## src/logic/rmct_pkg.sv

```systemverilog
// Package of constants and types for the ring master cycle timing block
// Notes on behaviour
// Automatic: interrupt host on each returned sync
// Automatic: returned sync starts next cycle itself
// Automatic: ring transfer overlaps host processing
// External: each base tick starts a cycle
// External: sync after tick raises interrupt
// External: host processes only after interrupt
// External cyclic: tick starts cycle, host cyclic
// Cyclic-automatic: ring like automatic, host cyclic; here the host is still interrupted on every sync, as in automatic
// Host maps interrupt source to interrupt task
// Gap fill set: idle gaps carry filler frames
// Transmit enable clear: no frames sent
// Selector decoded at init; unknown is error
package rmct_pkg;
  localparam logic [3:0] RMCT_MODE_AUTO     = 4'h3;
  localparam logic [3:0] RMCT_MODE_EXT      = 4'h4;
  localparam logic [3:0] RMCT_MODE_EXT_CYC  = 4'h5;
  localparam logic [3:0] RMCT_MODE_CYC_AUTO = 4'ha;
  localparam int         RMCT_DATA_W        = 16;
  localparam int         RMCT_FIFO_DEPTH    = 8;
  localparam int         RMCT_FILL_GAP_CYC  = 4;

  // Cycle states, Gray coded along idle, send, wait, err
  typedef enum logic [1:0] {
    RMCT_ST_IDLE = 2'b00,
    RMCT_ST_SEND = 2'b01,
    RMCT_ST_WAIT = 2'b11,
    RMCT_ST_ERR  = 2'b10
  } rmct_state_t;
endpackage : rmct_pkg

```

## src/logic/rmct_stream_if.sv

```systemverilog
// Interface carrying one valid/ready word stream between modules
`timescale 1ns/1ps
`default_nettype none
interface rmct_stream_if #(
  parameter int W = 16
);
  logic [W-1:0] data;
  logic         valid;
  logic         ready;
  modport src (output data, output valid, input ready);
  modport snk (input data, input valid, output ready);
endinterface : rmct_stream_if
`default_nettype wire

```

## src/logic/rmct_fifo.sv

```systemverilog
// Parameterised flip-flop FIFO with valid and ready on both sides
`timescale 1ns/1ps
`default_nettype none
module rmct_fifo #(
  parameter int W     = 16,
  parameter int DEPTH = 8
) (
  input  wire logic clock,
  input  wire logic reset_n,
  rmct_stream_if.snk in_s,
  rmct_stream_if.src out_s
);
  localparam int AW = $clog2(DEPTH);

  initial begin
    if (W < 1 || DEPTH < 2 || (1 << AW) != DEPTH) begin
      $error("rmct_fifo width or depth out of range");
    end
  end

  logic [W-1:0] mem_q [DEPTH];
  logic [AW-1:0] wr_q;
  logic [AW-1:0] rd_q;
  logic [AW:0]   cnt_q;
  logic          push;
  logic          pop;

  // Honest full and empty from the fill count
  assign in_s.ready  = (cnt_q != DEPTH[AW:0]);
  assign out_s.valid = (cnt_q != '0);
  assign out_s.data  = mem_q[rd_q];
  assign push = in_s.valid & in_s.ready;
  assign pop  = out_s.valid & out_s.ready;

  // Storage write
  always_ff @(posedge clock) begin
    if (push) begin
      mem_q[wr_q] <= in_s.data;
    end
  end

  // Pointers and count
  always_ff @(posedge clock or negedge reset_n) begin
    if (!reset_n) begin
      wr_q  <= '0;
      rd_q  <= '0;
      cnt_q <= '0;
    end else begin
      if (push) begin
        wr_q <= wr_q + 1'b1;
      end
      if (pop) begin
        rd_q <= rd_q + 1'b1;
      end
      if (push && !pop) begin
        cnt_q <= cnt_q + 1'b1;
      end else if (pop && !push) begin
        cnt_q <= cnt_q - 1'b1;
      end
    end
  end
endmodule : rmct_fifo
`default_nettype wire

```

## src/logic/rmct_top.sv

```systemverilog
// Ring master cycle timing: cycle start, filler frames and host interrupt
`timescale 1ns/1ps
`default_nettype none
module rmct_top #(
  parameter int DATA_W = rmct_pkg::RMCT_DATA_W,
  parameter int DEPTH  = rmct_pkg::RMCT_FIFO_DEPTH,
  parameter int GAP_CYC = rmct_pkg::RMCT_FILL_GAP_CYC
) (
  input  wire logic              clock,
  input  wire logic              reset_n,
  input  wire logic              init,
  input  wire logic [3:0]        operation_selector,
  input  wire logic              gap_fill_option,
  input  wire logic              bus_transmit_enable,
  input  wire logic              base_tick,
  input  wire logic              sync_rx,
  input  wire logic [DATA_W-1:0] host_data,
  input  wire logic              host_valid,
  output logic                   host_ready,
  output logic [DATA_W-1:0]      tx_data,
  output logic                   tx_valid,
  input  wire logic              tx_ready,
  output logic                   tx_filler,
  output logic                   cycle_start,
  output logic                   host_irq,
  output logic                   config_error
);
  initial begin
    if (DATA_W < 1 || GAP_CYC < 1 || GAP_CYC > 255) begin
      $error("rmct_top parameters out of range");
    end
  end

  // Pin synchronisers: first stage feeds only the second stage
  // Two flops per pin keep a metastable first stage away from logic
  logic [1:0] tick_s_q;
  logic [1:0] sync_s_q;
  logic       tick_d1_q;
  logic       sync_d1_q;
  logic       tick_ev;
  logic       sync_ev;

  always_ff @(posedge clock or negedge reset_n) begin
    if (!reset_n) begin
      tick_s_q  <= 2'b00;
      sync_s_q  <= 2'b00;
      tick_d1_q <= 1'b0;
      sync_d1_q <= 1'b0;
    end else begin
      tick_s_q  <= {tick_s_q[0], base_tick};
      sync_s_q  <= {sync_s_q[0], sync_rx};
      tick_d1_q <= tick_s_q[1];
      sync_d1_q <= sync_s_q[1];
    end
  end

  // Rising edges taken from the second stage only
  // Edge flops reset low to match the idle pins: no false edge
  assign tick_ev = tick_s_q[1] & ~tick_d1_q;
  assign sync_ev = sync_s_q[1] & ~sync_d1_q;

  // Configuration latched on init only; later changes are ignored
  // Selector is watched all the time init is high; the last value counts
  logic [3:0] mode_q;
  logic       fill_q;
  logic       cfg_err_q;
  logic       cfg_ok_q;
  logic       sel_known;

  assign sel_known = (operation_selector == rmct_pkg::RMCT_MODE_AUTO)
                  || (operation_selector == rmct_pkg::RMCT_MODE_EXT)
                  || (operation_selector == rmct_pkg::RMCT_MODE_EXT_CYC)
                  || (operation_selector == rmct_pkg::RMCT_MODE_CYC_AUTO);

  always_ff @(posedge clock or negedge reset_n) begin
    if (!reset_n) begin
      mode_q    <= rmct_pkg::RMCT_MODE_AUTO;
      fill_q    <= 1'b0;
      cfg_err_q <= 1'b0;
      cfg_ok_q  <= 1'b0;
    end else if (init) begin
      mode_q    <= operation_selector;
      fill_q    <= gap_fill_option;
      cfg_err_q <= ~sel_known;
      cfg_ok_q  <= sel_known;
    end
  end

  // Mode classes: sync-driven versus tick-driven cycle start
  logic auto_cls;
  logic ext_cls;
  assign auto_cls = (mode_q == rmct_pkg::RMCT_MODE_AUTO)
                 || (mode_q == rmct_pkg::RMCT_MODE_CYC_AUTO);
  assign ext_cls  = (mode_q == rmct_pkg::RMCT_MODE_EXT)
                 || (mode_q == rmct_pkg::RMCT_MODE_EXT_CYC);

  // Transmit enable is a level from the host side, synchronised too
  // Raising init also stops the run at once, before the flops settle
  logic [1:0] en_s_q;
  logic       run;
  always_ff @(posedge clock or negedge reset_n) begin
    if (!reset_n) begin
      en_s_q <= 2'b00;
    end else begin
      en_s_q <= {en_s_q[0], bus_transmit_enable};
    end
  end
  assign run = en_s_q[1] & cfg_ok_q & ~init;

  // Cycle start decision
  // Sync-driven modes ignore ticks; tick-driven modes ignore syncs here
  logic start;
  always_comb begin
    start = 1'b0;
    if (run) begin
      if (auto_cls) begin
        start = sync_ev;
      end else if (ext_cls) begin
        start = tick_ev;
      end
    end
  end

  // Automatic modes need a first cycle after enable to prime the ring
  // Cleared with run so every re-enable primes the ring afresh
  logic primed_q;
  logic kick;
  assign kick = run & auto_cls & ~primed_q;
  always_ff @(posedge clock or negedge reset_n) begin
    if (!reset_n) begin
      primed_q <= 1'b0;
    end else if (!run) begin
      primed_q <= 1'b0;
    end else if (kick) begin
      primed_q <= 1'b1;
    end
  end

  // Buffer streams declared ahead of the state logic that reads them
  rmct_stream_if #(.W(DATA_W)) fifo_i ();
  rmct_stream_if #(.W(DATA_W)) fifo_o ();

  // Cycle state: send from FIFO, then wait for the returned sync
  // A cycle restart while still sending simply continues the drain,
  // so a late sync never strands words in the buffer
  rmct_pkg::rmct_state_t st_q;
  logic                  ext_armed_q;

  always_ff @(posedge clock or negedge reset_n) begin
    if (!reset_n) begin
      st_q <= rmct_pkg::RMCT_ST_IDLE;
    end else if (!run) begin
      st_q <= cfg_err_q ? rmct_pkg::RMCT_ST_ERR : rmct_pkg::RMCT_ST_IDLE;
    end else if (start || kick) begin
      st_q <= rmct_pkg::RMCT_ST_SEND;
    end else begin
      case (st_q)
        rmct_pkg::RMCT_ST_SEND: begin
          if (!fifo_o.valid) begin
            st_q <= rmct_pkg::RMCT_ST_WAIT;
          end
        end
        rmct_pkg::RMCT_ST_WAIT: begin
          if (sync_ev) begin
            st_q <= rmct_pkg::RMCT_ST_IDLE;
          end
        end
        default: begin
          st_q <= rmct_pkg::RMCT_ST_IDLE;
        end
      endcase
    end
  end

  // External modes: interrupt only for a sync after a tick-started cycle
  // A tick in the same cycle as a sync wins, so the new cycle is armed
  always_ff @(posedge clock or negedge reset_n) begin
    if (!reset_n) begin
      ext_armed_q <= 1'b0;
    end else if (!run) begin
      ext_armed_q <= 1'b0;
    end else if (start && ext_cls) begin
      ext_armed_q <= 1'b1;
    end else if (sync_ev) begin
      ext_armed_q <= 1'b0;
    end
  end

  // Host ready is a flop: it holds the fill the buffer will have after
  // this edge, so it matches the buffer's own full flag in the same cycle and
  // leaves no combinational path from the buffer to the host pin
  localparam int CW = $clog2(DEPTH) + 1;
  logic [CW-1:0] occ_q;
  logic [CW-1:0] occ_d;
  logic          host_push;
  logic          host_pop;

  // Buffer's own ready kept in the term as a guard against drift
  assign host_push = host_valid & host_ready & fifo_i.ready;
  assign host_pop  = fifo_o.valid & fifo_o.ready;

  // Fill count after this edge
  always_comb begin
    occ_d = occ_q;
    if (host_push && !host_pop) begin
      occ_d = occ_q + 1'b1;
    end else if (host_pop && !host_push) begin
      occ_d = occ_q - 1'b1;
    end
  end

  // Ready high in reset: an empty buffer always has room
  always_ff @(posedge clock or negedge reset_n) begin
    if (!reset_n) begin
      occ_q      <= '0;
      host_ready <= 1'b1;
    end else begin
      occ_q      <= occ_d;
      host_ready <= (occ_d != CW'(DEPTH));
    end
  end

  // Host data buffered so the host can refill while the ring runs
  assign fifo_i.data  = host_data;
  assign fifo_i.valid = host_push;

  rmct_fifo #(
    .W     (DATA_W),
    .DEPTH (DEPTH)
  ) u_fifo (
    .clock   (clock),
    .reset_n (reset_n),
    .in_s    (fifo_i),
    .out_s   (fifo_o)
  );

  // Gap counter: idle time between cycles up to the threshold
  // Saturates at the threshold; any frame or cycle restarts the count
  logic [7:0] gap_q;
  logic       gap_due;
  assign gap_due = (gap_q == GAP_CYC[7:0]);

  always_ff @(posedge clock or negedge reset_n) begin
    if (!reset_n) begin
      gap_q <= 8'h00;
    end else if (st_q != rmct_pkg::RMCT_ST_IDLE || !run || tx_valid) begin
      gap_q <= 8'h00;
    end else if (!gap_due) begin
      gap_q <= gap_q + 8'h01;
    end
  end

  // Output frame register; drains FIFO only while a cycle is sending
  // Disable drops a waiting frame: the ring is stopped anyway, and a
  // held frame would leak into the next enabled run
  logic sending;
  logic out_free;
  assign sending  = run && (st_q == rmct_pkg::RMCT_ST_SEND);
  assign out_free = ~tx_valid | tx_ready;
  assign fifo_o.ready = sending & out_free;

  always_ff @(posedge clock or negedge reset_n) begin
    if (!reset_n) begin
      tx_valid  <= 1'b0;
      tx_data   <= '0;
      tx_filler <= 1'b0;
    end else if (!run) begin
      tx_valid  <= 1'b0;
      tx_filler <= 1'b0;
    end else if (out_free) begin
      if (sending && fifo_o.valid) begin
        tx_valid  <= 1'b1;
        tx_data   <= fifo_o.data;
        tx_filler <= 1'b0;
      end else if (fill_q && gap_due &&
                   st_q == rmct_pkg::RMCT_ST_IDLE) begin
        tx_valid  <= 1'b1;
        tx_data   <= '0;
        tx_filler <= 1'b1;
      end else begin
        tx_valid  <= 1'b0;
        tx_filler <= 1'b0;
      end
    end
  end

  // Registered host signals; host_ready mirrors FIFO space
  always_ff @(posedge clock or negedge reset_n) begin
    if (!reset_n) begin
      cycle_start  <= 1'b0;
      host_irq     <= 1'b0;
      config_error <= 1'b0;
    end else begin
      cycle_start  <= start | kick;
      // Sync-driven modes interrupt on every sync; plain external on armed one, external cyclic never
      host_irq     <= run && sync_ev &&
                      ((auto_cls) ||
                       (mode_q == rmct_pkg::RMCT_MODE_EXT && ext_armed_q));

      config_error <= cfg_err_q;
    end
  end

endmodule : rmct_top
`default_nettype wire

```

## config.mk

```make
export PLATFORM = sky130hd
export DESIGN_NAME = rmct_top
export DESIGN_NICKNAME = d
export VERILOG_FILES = /design/src/logic/rmct_pkg.sv /design/src/logic/rmct_stream_if.sv /design/src/logic/rmct_fifo.sv /design/src/logic/rmct_top.sv
export SDC_FILE = /design/constraint.sdc
export NUM_CORES = 1
export LEC_CHECK = 0
export ABC_AREA = 1
export BUFFER_PORTS_ARGS = -buffer_cell sky130_fd_sc_hd__buf_2
export CORE_UTILIZATION = 35
export DETAILED_ROUTE_END_ITERATION = 10
export PLACE_DENSITY = 0.62
export RECOVER_POWER = 25
export SLEW_MARGIN = 20
export SYNTH_ARGS = -nofsm -noshare
export SYNTH_HDL_FRONTEND = slang
export SYNTH_HIERARCHICAL = 1
export SYNTH_SLANG_ARGS = --single-unit
```

## constraint.sdc

```tcl
create_clock -name clock -period 2.7 [get_ports clock]
set_clock_uncertainty 0.1 [all_clocks]
set_input_delay 0.135 -clock clock [delete_from_list [all_inputs] [get_ports clock]]
set_output_delay 0.135 -clock clock [all_outputs]
set_load 0.03 [all_outputs]
```

==> results of run 1 <==
[sequential cells by signal, summed over array words and instances (netlist names), 2 cells and up]
signal and count:
u_fifo/mem_q 128, u_fifo/wr_q 3, u_fifo/rd_q 3, en_s_q 2
sync_s_q 2, occ_q 4, gap_q 8, tx_data 16
tick_s_q 2, u_fifo/cnt_q 4, st_q 2, mode_q 4
[synth_stat cells (2+ instances only)]
master	n
nand2_1	322
nor3_1	10
dfstp_2	3
xnor2_1	5
buf_2	17
nand3_1	21
nor2_1	151
nor2_2	2
clkbuf_1	3
nand4_1	3
a21oi_1	6
dfrtp_1	60
buf_6	2
edfxtp_1	128
nand2_2	5
a211oi_1	3
nand3b_1	2
buf_4	5
inv_1	107
nor2_8	2
ha_1	9
nand3_4	2
o21ai_0	15
[layout by cell type, fill, tap and decap left out, types with 6 or more instances in the layout]
cell | synthesis | final
nand3_1 | 21 | 21
clkbuf_16 | 0 | 17
inv_1 | 107 | 105
edfxtp_1 | 128 | 128
nor3_1 | 10 | 6
a21oi_1 | 6 | 6
buf_2 | 17 | 37
clkbuf_1 | 3 | 13
dlygate4sd3_1 | 0 | 34
o21ai_0 | 15 | 15
dfrtp_1 | 60 | 59
nand2_1 | 322 | 321
nand2_2 | 5 | 6
ha_1 | 9 | 9
buf_4 | 5 | 25
nor2_1 | 151 | 149
[timing repair]
| action | in CTS | in global routing |
|---|---|---|
| setup endpoints to repair | 0 | 1 |
| hold endpoints to repair | 169 | 0 |
| gates resized for setup | 0 | 6 |
| hold buffers | 34 | 0 |
[through the flow]
stage / cells / setup TNS, ns
global placement: 1265 / 0
CTS: 1331 / 0
detailed placement: 1265 / 0
global route: 1331 / 0
floorplan: 897 / -0.388
finish: 1331 / 0
[how the worst min path moves through the flow]
stage / from / end / slack (ns) / depth (start not counted)
floorplan: reset_n / cfg_err_q$_DFFE_PN0P_ / -0.26 / 0
finish: reset_n / mode_q[2]$_DFFE_PN0P_ / 0.20 / 2
CTS: host_valid / occ_q[3]$_DFF_PN0_ / 0.17 / 5
global route: host_valid / occ_q[3]$_DFF_PN0_ / 0.23 / 5
global placement: reset_n / mode_q[2]$_DFFE_PN0P_ / 0.14 / 1
detailed placement: base_tick / tick_s_q[0]$_DFF_PN0_ / 0.14 / 1
[report_power, final]
part / switching, mW / total, mW / leakage (nW) / internal, mW
combinational: 0.804 / 1.26 / 2.28 / 0.456
sequential: 0.170 / 3.70 / 1.97 / 3.53
clock: 1.15 / 2.45 / 0.284 / 1.30
total: 2.13 / 7.41 / 4.53 / 5.28
[kinds of logic after synthesis]
kind of cell    count (synthesis)  share of synthesized area (%)
compound gates                 27                           1.76
flops                         191                           63.9
simple gates                  528                           25.5
buf+inv                       135                           6.64
xor+xnor                        6                          0.619
fa+ha+maj                      10                           1.56
[layer usage]
| layer | share of wire (%) | track usage, % | wire [µm] | vias to the layer above |
|---|---|---|---|---|
| met3 | 4.1 | 3.86 | 705 | 17 |
| li1 | - | - | - | 3011 |
| met2 | 47 | 24.7 | 8040 | 95 |
| met5 | 0 | 0 | 0 | - |
| met4 | 1.3 | 4.76 | 219 | 0 |
| met1 | 48 | 19.2 | 8310 | 2694 |
[critical path, stage by stage, from the launching register on]
cell and delay, ns:
dfrtp_1 0.43, nor2_2 0.17, nand3_1 0.12, nand3_1 0.17, inv_2 0.10, nand2_2 0.09, inv_1 0.07, ha_1 0.22
inv_2 0.09, ha_1 0.25, or2_2 0.31, nand2_1 0.07, nand2_1 0.04, nand3_1 0.06, nand2_1 0.05
[cell type report]
type                    count  area, µm²
fillers                  2274      13500
flip-flops and latches    191       5430
multi-input cells         571       2530
repair buffers            110        782
clock buffers              20        467
inverters                 108        407
well taps                 319        399
clock inverters            12        125
==> metrics.csv, run 1 <==
metric;value;unit
coreArea;23600;µm²
critPathRequiredTime;2.92;ns
ios;51;
netlist_instances;897;
grt_setup_unrepaired;false;
p_leak;4.53;nW
power.total;7.41;mW
peakVddDrop;0.000472;V
drtIter0Drc;318;
grt_pass1_vias;5536;
slew_headroom;48.2;%
grt_max_degree;71;
synth_ff_type;edfxtp_1;
htree_num_levels;4;
place_area;9210;µm²
hold_path.class;input port to asynchronous set/reset pin;
post-cts-setup-buffers;0;
clk_latency;0.43;ns
yosysTopAreaCellShare;45.3;%
vias_per_cell;4.37;
num_vias;5817;
synth_edf_count;128;
die_width;158;µm
grt_pass1_wl;27.8;mm
rows;56;
setup_viol;0;
crit-reg2reg-launch;u_fifo/cnt_q[1]$_DFFE_PN0P_;
fin_crit_sh;90.5;%
final_layout_size_suffix_gt1_share;12.5;%
start_util;35.9;%
crit_path_end;u_fifo/cnt_q[3]$_DFFE_PN0P_;
post-place-ws;0.157;ns
cts.reportedPaths.clkPinSlew;0.07;ns
crit_arrival;2.67;ns
min_period;2.44;ns
synth.area.top_cells;edfxtp_1, dfrtp_1, nand2_1, nor2_1, inv_1;
cts_buffer_depth;2;
ys_ff_latch;191;
wl_per_cell;13.0;µm
antenna_found_initial;0;
overflow;0;
drtPass1Iterations;5;
drv_slew;0;
cts_buffers;17;
startpoint;u_fifo/cnt_q[1]$_DFFE_PN0P_;
gr-usage-all-layers;15.0;%
wirelength;17.3;mm
avgSynthCellArea;9.46;µm²
die_area;24900;µm²
syn_to_final_growth;19.5;%
hold_ws;0.203;ns
cts_tree;yes;
ys_warn_count;6;
hold_viol;0;
io_buffer_count;50;
nets;1038;
cts_sinks;191;
status;completed;
fin_util;42.9;%
r2r-end;u_fifo/cnt_q[3]$_DFFE_PN0P_;
synthArstFlopShare;33.0;%
reg2reg_slack;0.26;ns
synth_cell_types;37;
crit_type;flip-flop to flip-flop;
design_area;10100;µm²
floorplan.die.height;158;µm
max_cap_viol_count;0;
synth_nets;936;
setup_ws;0.256;ns
gp_congestion;0.832;
crit_path_end_kind;flip-flop;
synth_top_cell_by_area;edfxtp_1;
reg2reg_depth;14;
start_kind;flip-flop;
cts_root_buffer;clkbuf_16;
worstMarginPinSlew;0.777;ns
synth_area;8480;µm²
hpwl;11.1;mm
drt.antenna.violating_nets;0;
post-route-drc-count;0;
p_per_area;731;nW/µm²
max_clock_freq;0.409;GHz
worstPathMaxFanout;6;
n_antenna_cell;0;
synth-seq-area-share;63.9;%
Power figures use the tool's default switching activity.
==> inputs of run 2 (changes only) <==
--- a/config.mk
+++ b/config.mk
@@ -9,6 +9,7 @@
 export BUFFER_PORTS_ARGS = -buffer_cell sky130_fd_sc_hd__buf_2
 export CORE_UTILIZATION = 35
 export DETAILED_ROUTE_END_ITERATION = 10
+export MAX_ROUTING_LAYER = met4
 export PLACE_DENSITY = 0.62
 export RECOVER_POWER = 25
 export SLEW_MARGIN = 20
==> run 2 against run 1 <==
  * Setup slack gained 0.0021 ns
  * Clock power is essentially flat
  * Register-to-register slack is essentially flat
  * Core utilization is essentially flat
  * Sequential share of layout area is essentially flat
  * Wire length shrank 0.11%
  * Sequential power is essentially flat
  * Global-route usage grew 0.47 points
  * Largest cell class unchanged
  * Highest routed layer unchanged
==> metrics.csv, run 2 (same netlist as run 1, synthesis figures left out) <==
metric;value;unit;change
status;completed;;unchanged
critPathRequiredTime;2.92;ns;about the same
p_leak;4.54;nW;was 4.53 nW
crit_type;flip-flop to flip-flop;;unchanged
crit_path_cell_trace;nor2_2, nand3_1, nand3_1, inv_2, nand2_2, inv_1, ha_1, inv_2, ha_1, or2_2, nand2_1, nand2_1, nand3_1, nand2_1;;unchanged
overflow;0;;unchanged
hold_viol;0;;unchanged
die_width;158;µm;unchanged
nets;1038;;unchanged
drtPass1Iterations;4;;was 5
htree_num_levels;4;;unchanged
ios;51;;unchanged
setup_viol;0;;unchanged
start_util;35.9;%;unchanged
largest_register_ffs;128;;unchanged
combinationalPowerShare;17.0;%;about the same
grt_max_degree;71;;unchanged
grt_util_met2;24.7;%;about the same
hold_ws;0.200;ns;was 0.203 ns
crit_arrival;2.67;ns;about the same
place_area;9210;µm²;unchanged
reg2reg_slack;0.26;ns;about the same
cts_sinks;191;;unchanged
pwr-share-seq;50.0;%;about the same
switching_share;28.7;%;about the same
worstPathMaxFanout;6;;unchanged
num_vias;5795;;was 5817
gp_congestion;0.844;;was 0.832
cpMaxStageDelayCell;dfrtp_1;;unchanged
gr-usage-all-layers;15.5;%;was 15.0%
r2r-end;u_fifo/cnt_q[3]$_DFFE_PN0P_;;unchanged
grt_setup_unrepaired;false;;unchanged
cts_root_buffer;clkbuf_16;;unchanged
max_stage_delay;0.43;ns;about the same
hpwl;11.1;mm;unchanged
drt.antenna.violating_nets;0;;unchanged
drtIter0Drc;313;;was 318
peakVddDrop;0.000470;V;was 0.000472 V
drv_slew;0;;unchanged
syn_to_final_growth;19.5;%;about the same
reg_top3;u_fifo/mem_q (128), tx_data (16), gap_q (8);;unchanged
worstMarginPinSlew;0.766;ns;was 0.777 ns
p_per_area;731;nW/µm²;about the same
post-route-drc-count;0;;unchanged
design_area;10100;µm²;about the same
vias_per_cell;4.35;;was 4.37
switchingPower;2.13;mW;about the same
rows;56;;unchanged
io_buffer_count;50;;unchanged
post-place-ws;0.157;ns;unchanged
reg2reg_depth;14;;unchanged
crit_path_end_kind;flip-flop;;unchanged
wl_per_cell;13.0;µm;about the same
start_kind;flip-flop;;unchanged
cts.reportedPaths.clkPinSlew;0.07;ns;about the same
grt_util_met3;4.19;%;was 3.86%
power.total;7.41;mW;about the same
post-cts-setup-buffers;0;;unchanged
hold_path.class;input port to asynchronous set/reset pin;;unchanged
internal-power;5.28;mW;about the same
fillers;2274;;unchanged
crit_path_end;u_fifo/cnt_q[3]$_DFFE_PN0P_;;unchanged
setup_ws;0.258;ns;was 0.256 ns
cts_buffer_depth;2;;unchanged
grt_busiest_layer;met2;;unchanged
floorplan.die.height;158;µm;unchanged
cts_tree;yes;;unchanged
startpoint;u_fifo/cnt_q[1]$_DFFE_PN0P_;;unchanged
min_period;2.44;ns;about the same
grt_pass1_wl;27.9;mm;was 27.8 mm
fin_crit_sh;90.4;%;was 90.5%
clk_latency;0.43;ns;about the same
crit-reg2reg-launch;u_fifo/cnt_q[1]$_DFFE_PN0P_;;unchanged
final_layout_size_suffix_gt1_share;12.5;%;about the same
wirelength;17.3;mm;about the same
coreArea;23600;µm²;unchanged
max_cap_viol_count;0;;unchanged
max_clock_freq;0.410;GHz;was 0.409 GHz
antenna_found_initial;0;;unchanged
final_common_cell;nand2_1;;unchanged
cts_buffers;17;;unchanged
grt_util_met1;19.2;%;about the same
slew_headroom;48.9;%;was 48.2%
die_area;24900;µm²;unchanged
n_antenna_cell;0;;unchanged
power_frac_clock;33.0;%;about the same
top_register;u_fifo/mem_q;;unchanged
grt_pass1_vias;5532;;was 5536
layout_common_cells;nand2_1, nor2_1, edfxtp_1, inv_1, dfrtp_1;;unchanged
run 2: changes by cell type in the layout (fill, tap and decap cells not counted), sizes merged:
cell	delta
buf	+1
clkbuf	-1
run 2: metal layers:
metal | share of wire, % | wire (µm) | vias up
met5 | 0 | 0 | -
met4 | 1.1 | 190 | 0
met3 | 4.9 | 849 | 15
met2 | 46 | 8000 | 109
met1 | 48 | 8210 | 2659
li1 | - | - | 3012
run 2: layout make-up:
type / instances / area, µm² / share of cell area [%]
Clock buffer: 20 / 467 / 4.60
Clock inverter: 12 / 125 / 1.23
Inverter: 108 / 407 / 4.01
Multi-Input combinational cell: 571 / 2530 / 24.9
Sequential cell: 191 / 5430 / 53.5
Tap cell: 319 / 399 / 3.94
Timing Repair Buffer: 110 / 783 / 7.73
run 2: worst min-delay path by stage:
stage	from	slack (ns)	endpoint
after global routing	host_valid	0.23	occ_q[3]$_DFF_PN0_
after global placement	reset_n	0.14	mode_q[2]$_DFFE_PN0P_
after floorplan	reset_n	-0.26	cfg_err_q$_DFFE_PN0P_
after detailed placement	base_tick	0.14	tick_s_q[0]$_DFF_PN0_
final	reset_n	0.20	mode_q[2]$_DFFE_PN0P_
after CTS	host_valid	0.17	occ_q[3]$_DFF_PN0_
run 2: worst max-delay path: cells and delay by family, from the launching register on:
kind	cells	cell delay, ns
fa+ha+maj	2	0.47
buf+inv	3	0.26
flops	1	0.43
simple gates	9	1.09
run 2: repair_timing:
action                                 4_1_cts  5_1_grt
hold buffers                                34        0
gates resized for setup                      0        6
endpoints found under the hold margin      169        0
setup endpoints to repair                    0        1
run 2: per-stage QoR:
step	TNS, ns	utilization, %	std cells
2_1_floorplan	-0.388	-	897
3_3_place_gp	0	39.0	1265
3_5_place_dp	0	39.0	1265
4_1_cts	0	42.9	1331
5_1_grt	0	42.9	1331
6_report	0	42.9	1331
run 2: power by group through the flow:
| stage | Clock, mW | Combinational (mW) | Sequential (mW) |
|---|---|---|---|
| 2_1_floorplan | 0 | 0.800 | 3.74 |
| 3_3_place_gp | 0 | 1.20 | 3.75 |
| 3_5_place_dp | 0 | 1.22 | 3.76 |
| 4_1_cts | 2.51 | 1.27 | 3.70 |
| 5_1_grt | 2.62 | 1.45 | 3.75 |
| 6_report | 2.45 | 1.26 | 3.70 |
==> inputs of run 3 (changes only) <==
--- a/config.mk
+++ b/config.mk
@@ -7,10 +7,11 @@
 export LEC_CHECK = 0
 export ABC_AREA = 1
 export BUFFER_PORTS_ARGS = -buffer_cell sky130_fd_sc_hd__buf_2
-export CORE_UTILIZATION = 35
+export CORE_ASPECT_RATIO = 1.2
+export CORE_UTILIZATION = 55
 export DETAILED_ROUTE_END_ITERATION = 10
 export MAX_ROUTING_LAYER = met4
-export PLACE_DENSITY = 0.62
+export PLACE_DENSITY = 0.85
 export RECOVER_POWER = 25
 export SLEW_MARGIN = 20
 export SYNTH_ARGS = -nofsm -noshare
==> run 3 against run 2 <==
  * First-iteration DRC count is 36% higher
  * Combinational power hardly changed
  * Power is 0.39% lower
  * Final cell count is 9.4% lower
  * Clock power hardly changed
  * Count of clock-buffer cells in the layout is 2 lower
  * Cell area is 2.3% lower
  * Sequential power hardly changed
  * Core utilization is 23 points higher
==> metrics.csv, run 3 (same netlist as run 1, synthesis figures left out) <==
metric;value;unit;change
setup_viol;0;;unchanged
gp_congestion;0.870;;was 0.844
grt_pass1_vias;5976;;was 5532
n_antenna_cell;0;;unchanged
hold_viol;0;;unchanged
drv_slew;0;;unchanged
status;completed;;unchanged
setup_ws;0.211;ns;was 0.258 ns
worstPathMaxFanout;6;;unchanged
place_area;9010;µm²;was 9210 µm²
reg_top3;u_fifo/mem_q (128), tx_data (16), gap_q (8);;unchanged
ios;51;;unchanged
layout_common_cells;nand2_1, nor2_1, edfxtp_1, inv_1, dfrtp_1;;unchanged
die_width;115;µm;was 158 µm
drt.antenna.violating_nets;0;;unchanged
num_vias;6057;;was 5795
clk_latency;0.43;ns;about the same
min_period;2.49;ns;was 2.44 ns
slew_headroom;52.1;%;was 48.9%
crit_arrival;2.71;ns;was 2.67 ns
drtPass1Iterations;5;;was 4
post-place-ws;0.166;ns;was 0.157 ns
max_cap_viol_count;0;;unchanged
switching_share;27.8;%;was 28.7%
nets;1028;;was 1038
start_util;56.5;%;was 35.9%
p_per_area;745;nW/µm²;was 731 nW/µm²
syn_to_final_growth;16.7;%;was 19.5%
cts_tree;yes;;unchanged
start_kind;flip-flop;;unchanged
power_frac_clock;32.9;%;was 33.0%
vias_per_cell;5.02;;was 4.35
gr-usage-all-layers;24.2;%;was 15.5%
antenna_found_initial;0;;unchanged
max_clock_freq;0.402;GHz;was 0.410 GHz
top_register;u_fifo/mem_q;;unchanged
cts_sinks;191;;unchanged
cts_buffer_depth;2;;unchanged
combinationalPowerShare;16.9;%;was 17.0%
drtIter0Drc;427;;was 313
crit_path_end_kind;flip-flop;;unchanged
grt_max_degree;60;;was 71
floorplan.die.height;138;µm;was 158 µm
worstMarginPinSlew;0.717;ns;was 0.766 ns
fin_util;65.9;%;was 42.9%
grt_pass1_wl;28.3;mm;was 27.9 mm
peakVddDrop;0.000465;V;was 0.000470 V
post-cts-setup-buffers;0;;unchanged
power.total;7.38;mW;was 7.41 mW
wl_per_cell;14.3;µm;was 13.0 µm
io_buffer_count;50;;unchanged
overflow;0;;unchanged
fin_crit_sh;92.2;%;was 90.4%
cts_root_buffer;clkbuf_16;;unchanged
cts_buffers;17;;unchanged
largest_register_ffs;128;;unchanged
cts.reportedPaths.clkPinSlew;0.07;ns;about the same
hold_ws;0.0293;ns;was 0.200 ns
hpwl;10.6;mm;was 11.1 mm
hold_path.class;input port to flip-flop;;was input port to asynchronous set/reset pin
internal-power;5.33;mW;was 5.28 mW
design_area;9900;µm²;was 10100 µm²
final_common_cell;nand2_1;;unchanged
p_leak;4.47;nW;was 4.54 nW
pwr-share-seq;50.2;%;was 50.0%
critPathRequiredTime;2.93;ns;was 2.92 ns
final_layout_size_suffix_gt1_share;11.3;%;was 12.5%
wirelength;17.2;mm;was 17.3 mm
htree_num_levels;4;;unchanged
rows;49;;was 56
grt_setup_unrepaired;false;;unchanged
switchingPower;2.05;mW;was 2.13 mW
coreArea;15000;µm²;was 23600 µm²
post-route-drc-count;0;;unchanged
die_area;15900;µm²;was 24900 µm²
crit_type;flip-flop to flip-flop;;unchanged
run 3: power by group through the flow:
| stage | clock, mW | combinational, mW | sequential [mW] |
|---|---|---|---|
| after global routing | 2.57 | 1.42 | 3.74 |
| after CTS | 2.46 | 1.24 | 3.70 |
| after global placement | 0 | 1.13 | 3.74 |
| after detailed placement | 0 | 1.19 | 3.76 |
| after floorplan | 0 | 0.800 | 3.74 |
| final | 2.43 | 1.24 | 3.71 |
run 3: cell type report:
cell class	instances	area (µm²)
clock inverters	14	141
well taps	204	255
inverters	108	407
multi-input cells	571	2530
clock buffers	18	429
fillers	1083	5120
repair buffers	100	717
flip-flops and latches	191	5430
run 3: timing repair:
item / CTS / global route
endpoints found under the setup margin: 0 / 1
hold endpoints to repair: 165 / 0
hold buffers: 33 / 0
gates resized for setup: 0 / 4
run 3: per-stage QoR:
step | TNS [ns] | std cells
3_3_place_gp | 0 | 1141
5_1_grt | 0 | 1206
3_5_place_dp | 0 | 1141
6_report | 0 | 1206
4_1_cts | 0 | 1206
2_1_floorplan | -0.388 | 897
run 3: final timing paths:
check                                             from                          end  cells past startpoint  slack [ns]
setup reg to reg           u_fifo/cnt_q[0]$_DFFE_PN0P_  u_fifo/cnt_q[3]$_DFFE_PN0P_                     14        0.21
min in group asynchronous                      reset_n        mode_q[3]$_DFFE_PN0P_                      2        0.17
max in group asynchronous                      reset_n   u_fifo/rd_q[0]$_DFFE_PN0P_                      3        1.70
hold / removal                                    init        cfg_err_q$_DFFE_PN0P_                      3        0.03
setup / recovery           u_fifo/cnt_q[0]$_DFFE_PN0P_  u_fifo/cnt_q[3]$_DFFE_PN0P_                     14        0.21
hold reg to reg                  sync_s_q[0]$_DFF_PN0_        sync_s_q[1]$_DFF_PN0_                      0        0.26
run 3: per-layer routing:
layer  vias up  GRT usage, %  part of all wire [%]  wire length, µm
met5         -             -                     0                0
met4         0          11.1                   2.2              373
met3        34          4.12                   4.8              831
met2       185          40.5                    52             8950
met1      2850          28.1                    41             7080
li1       2988             -                     -                -
run 3: worst max-delay path: stages, from the launching register on:
cell and delay (ns):
dfrtp_1 0.44, nor2_1 0.14, nand3_1 0.14, nand3_2 0.14
inv_2 0.08, nand2_2 0.09, inv_1 0.07, ha_1 0.21
inv_1 0.13, ha_1 0.27, or2_2 0.32, nand2_1 0.07
nand2_1 0.06, nand3_1 0.07, nand2_1 0.05
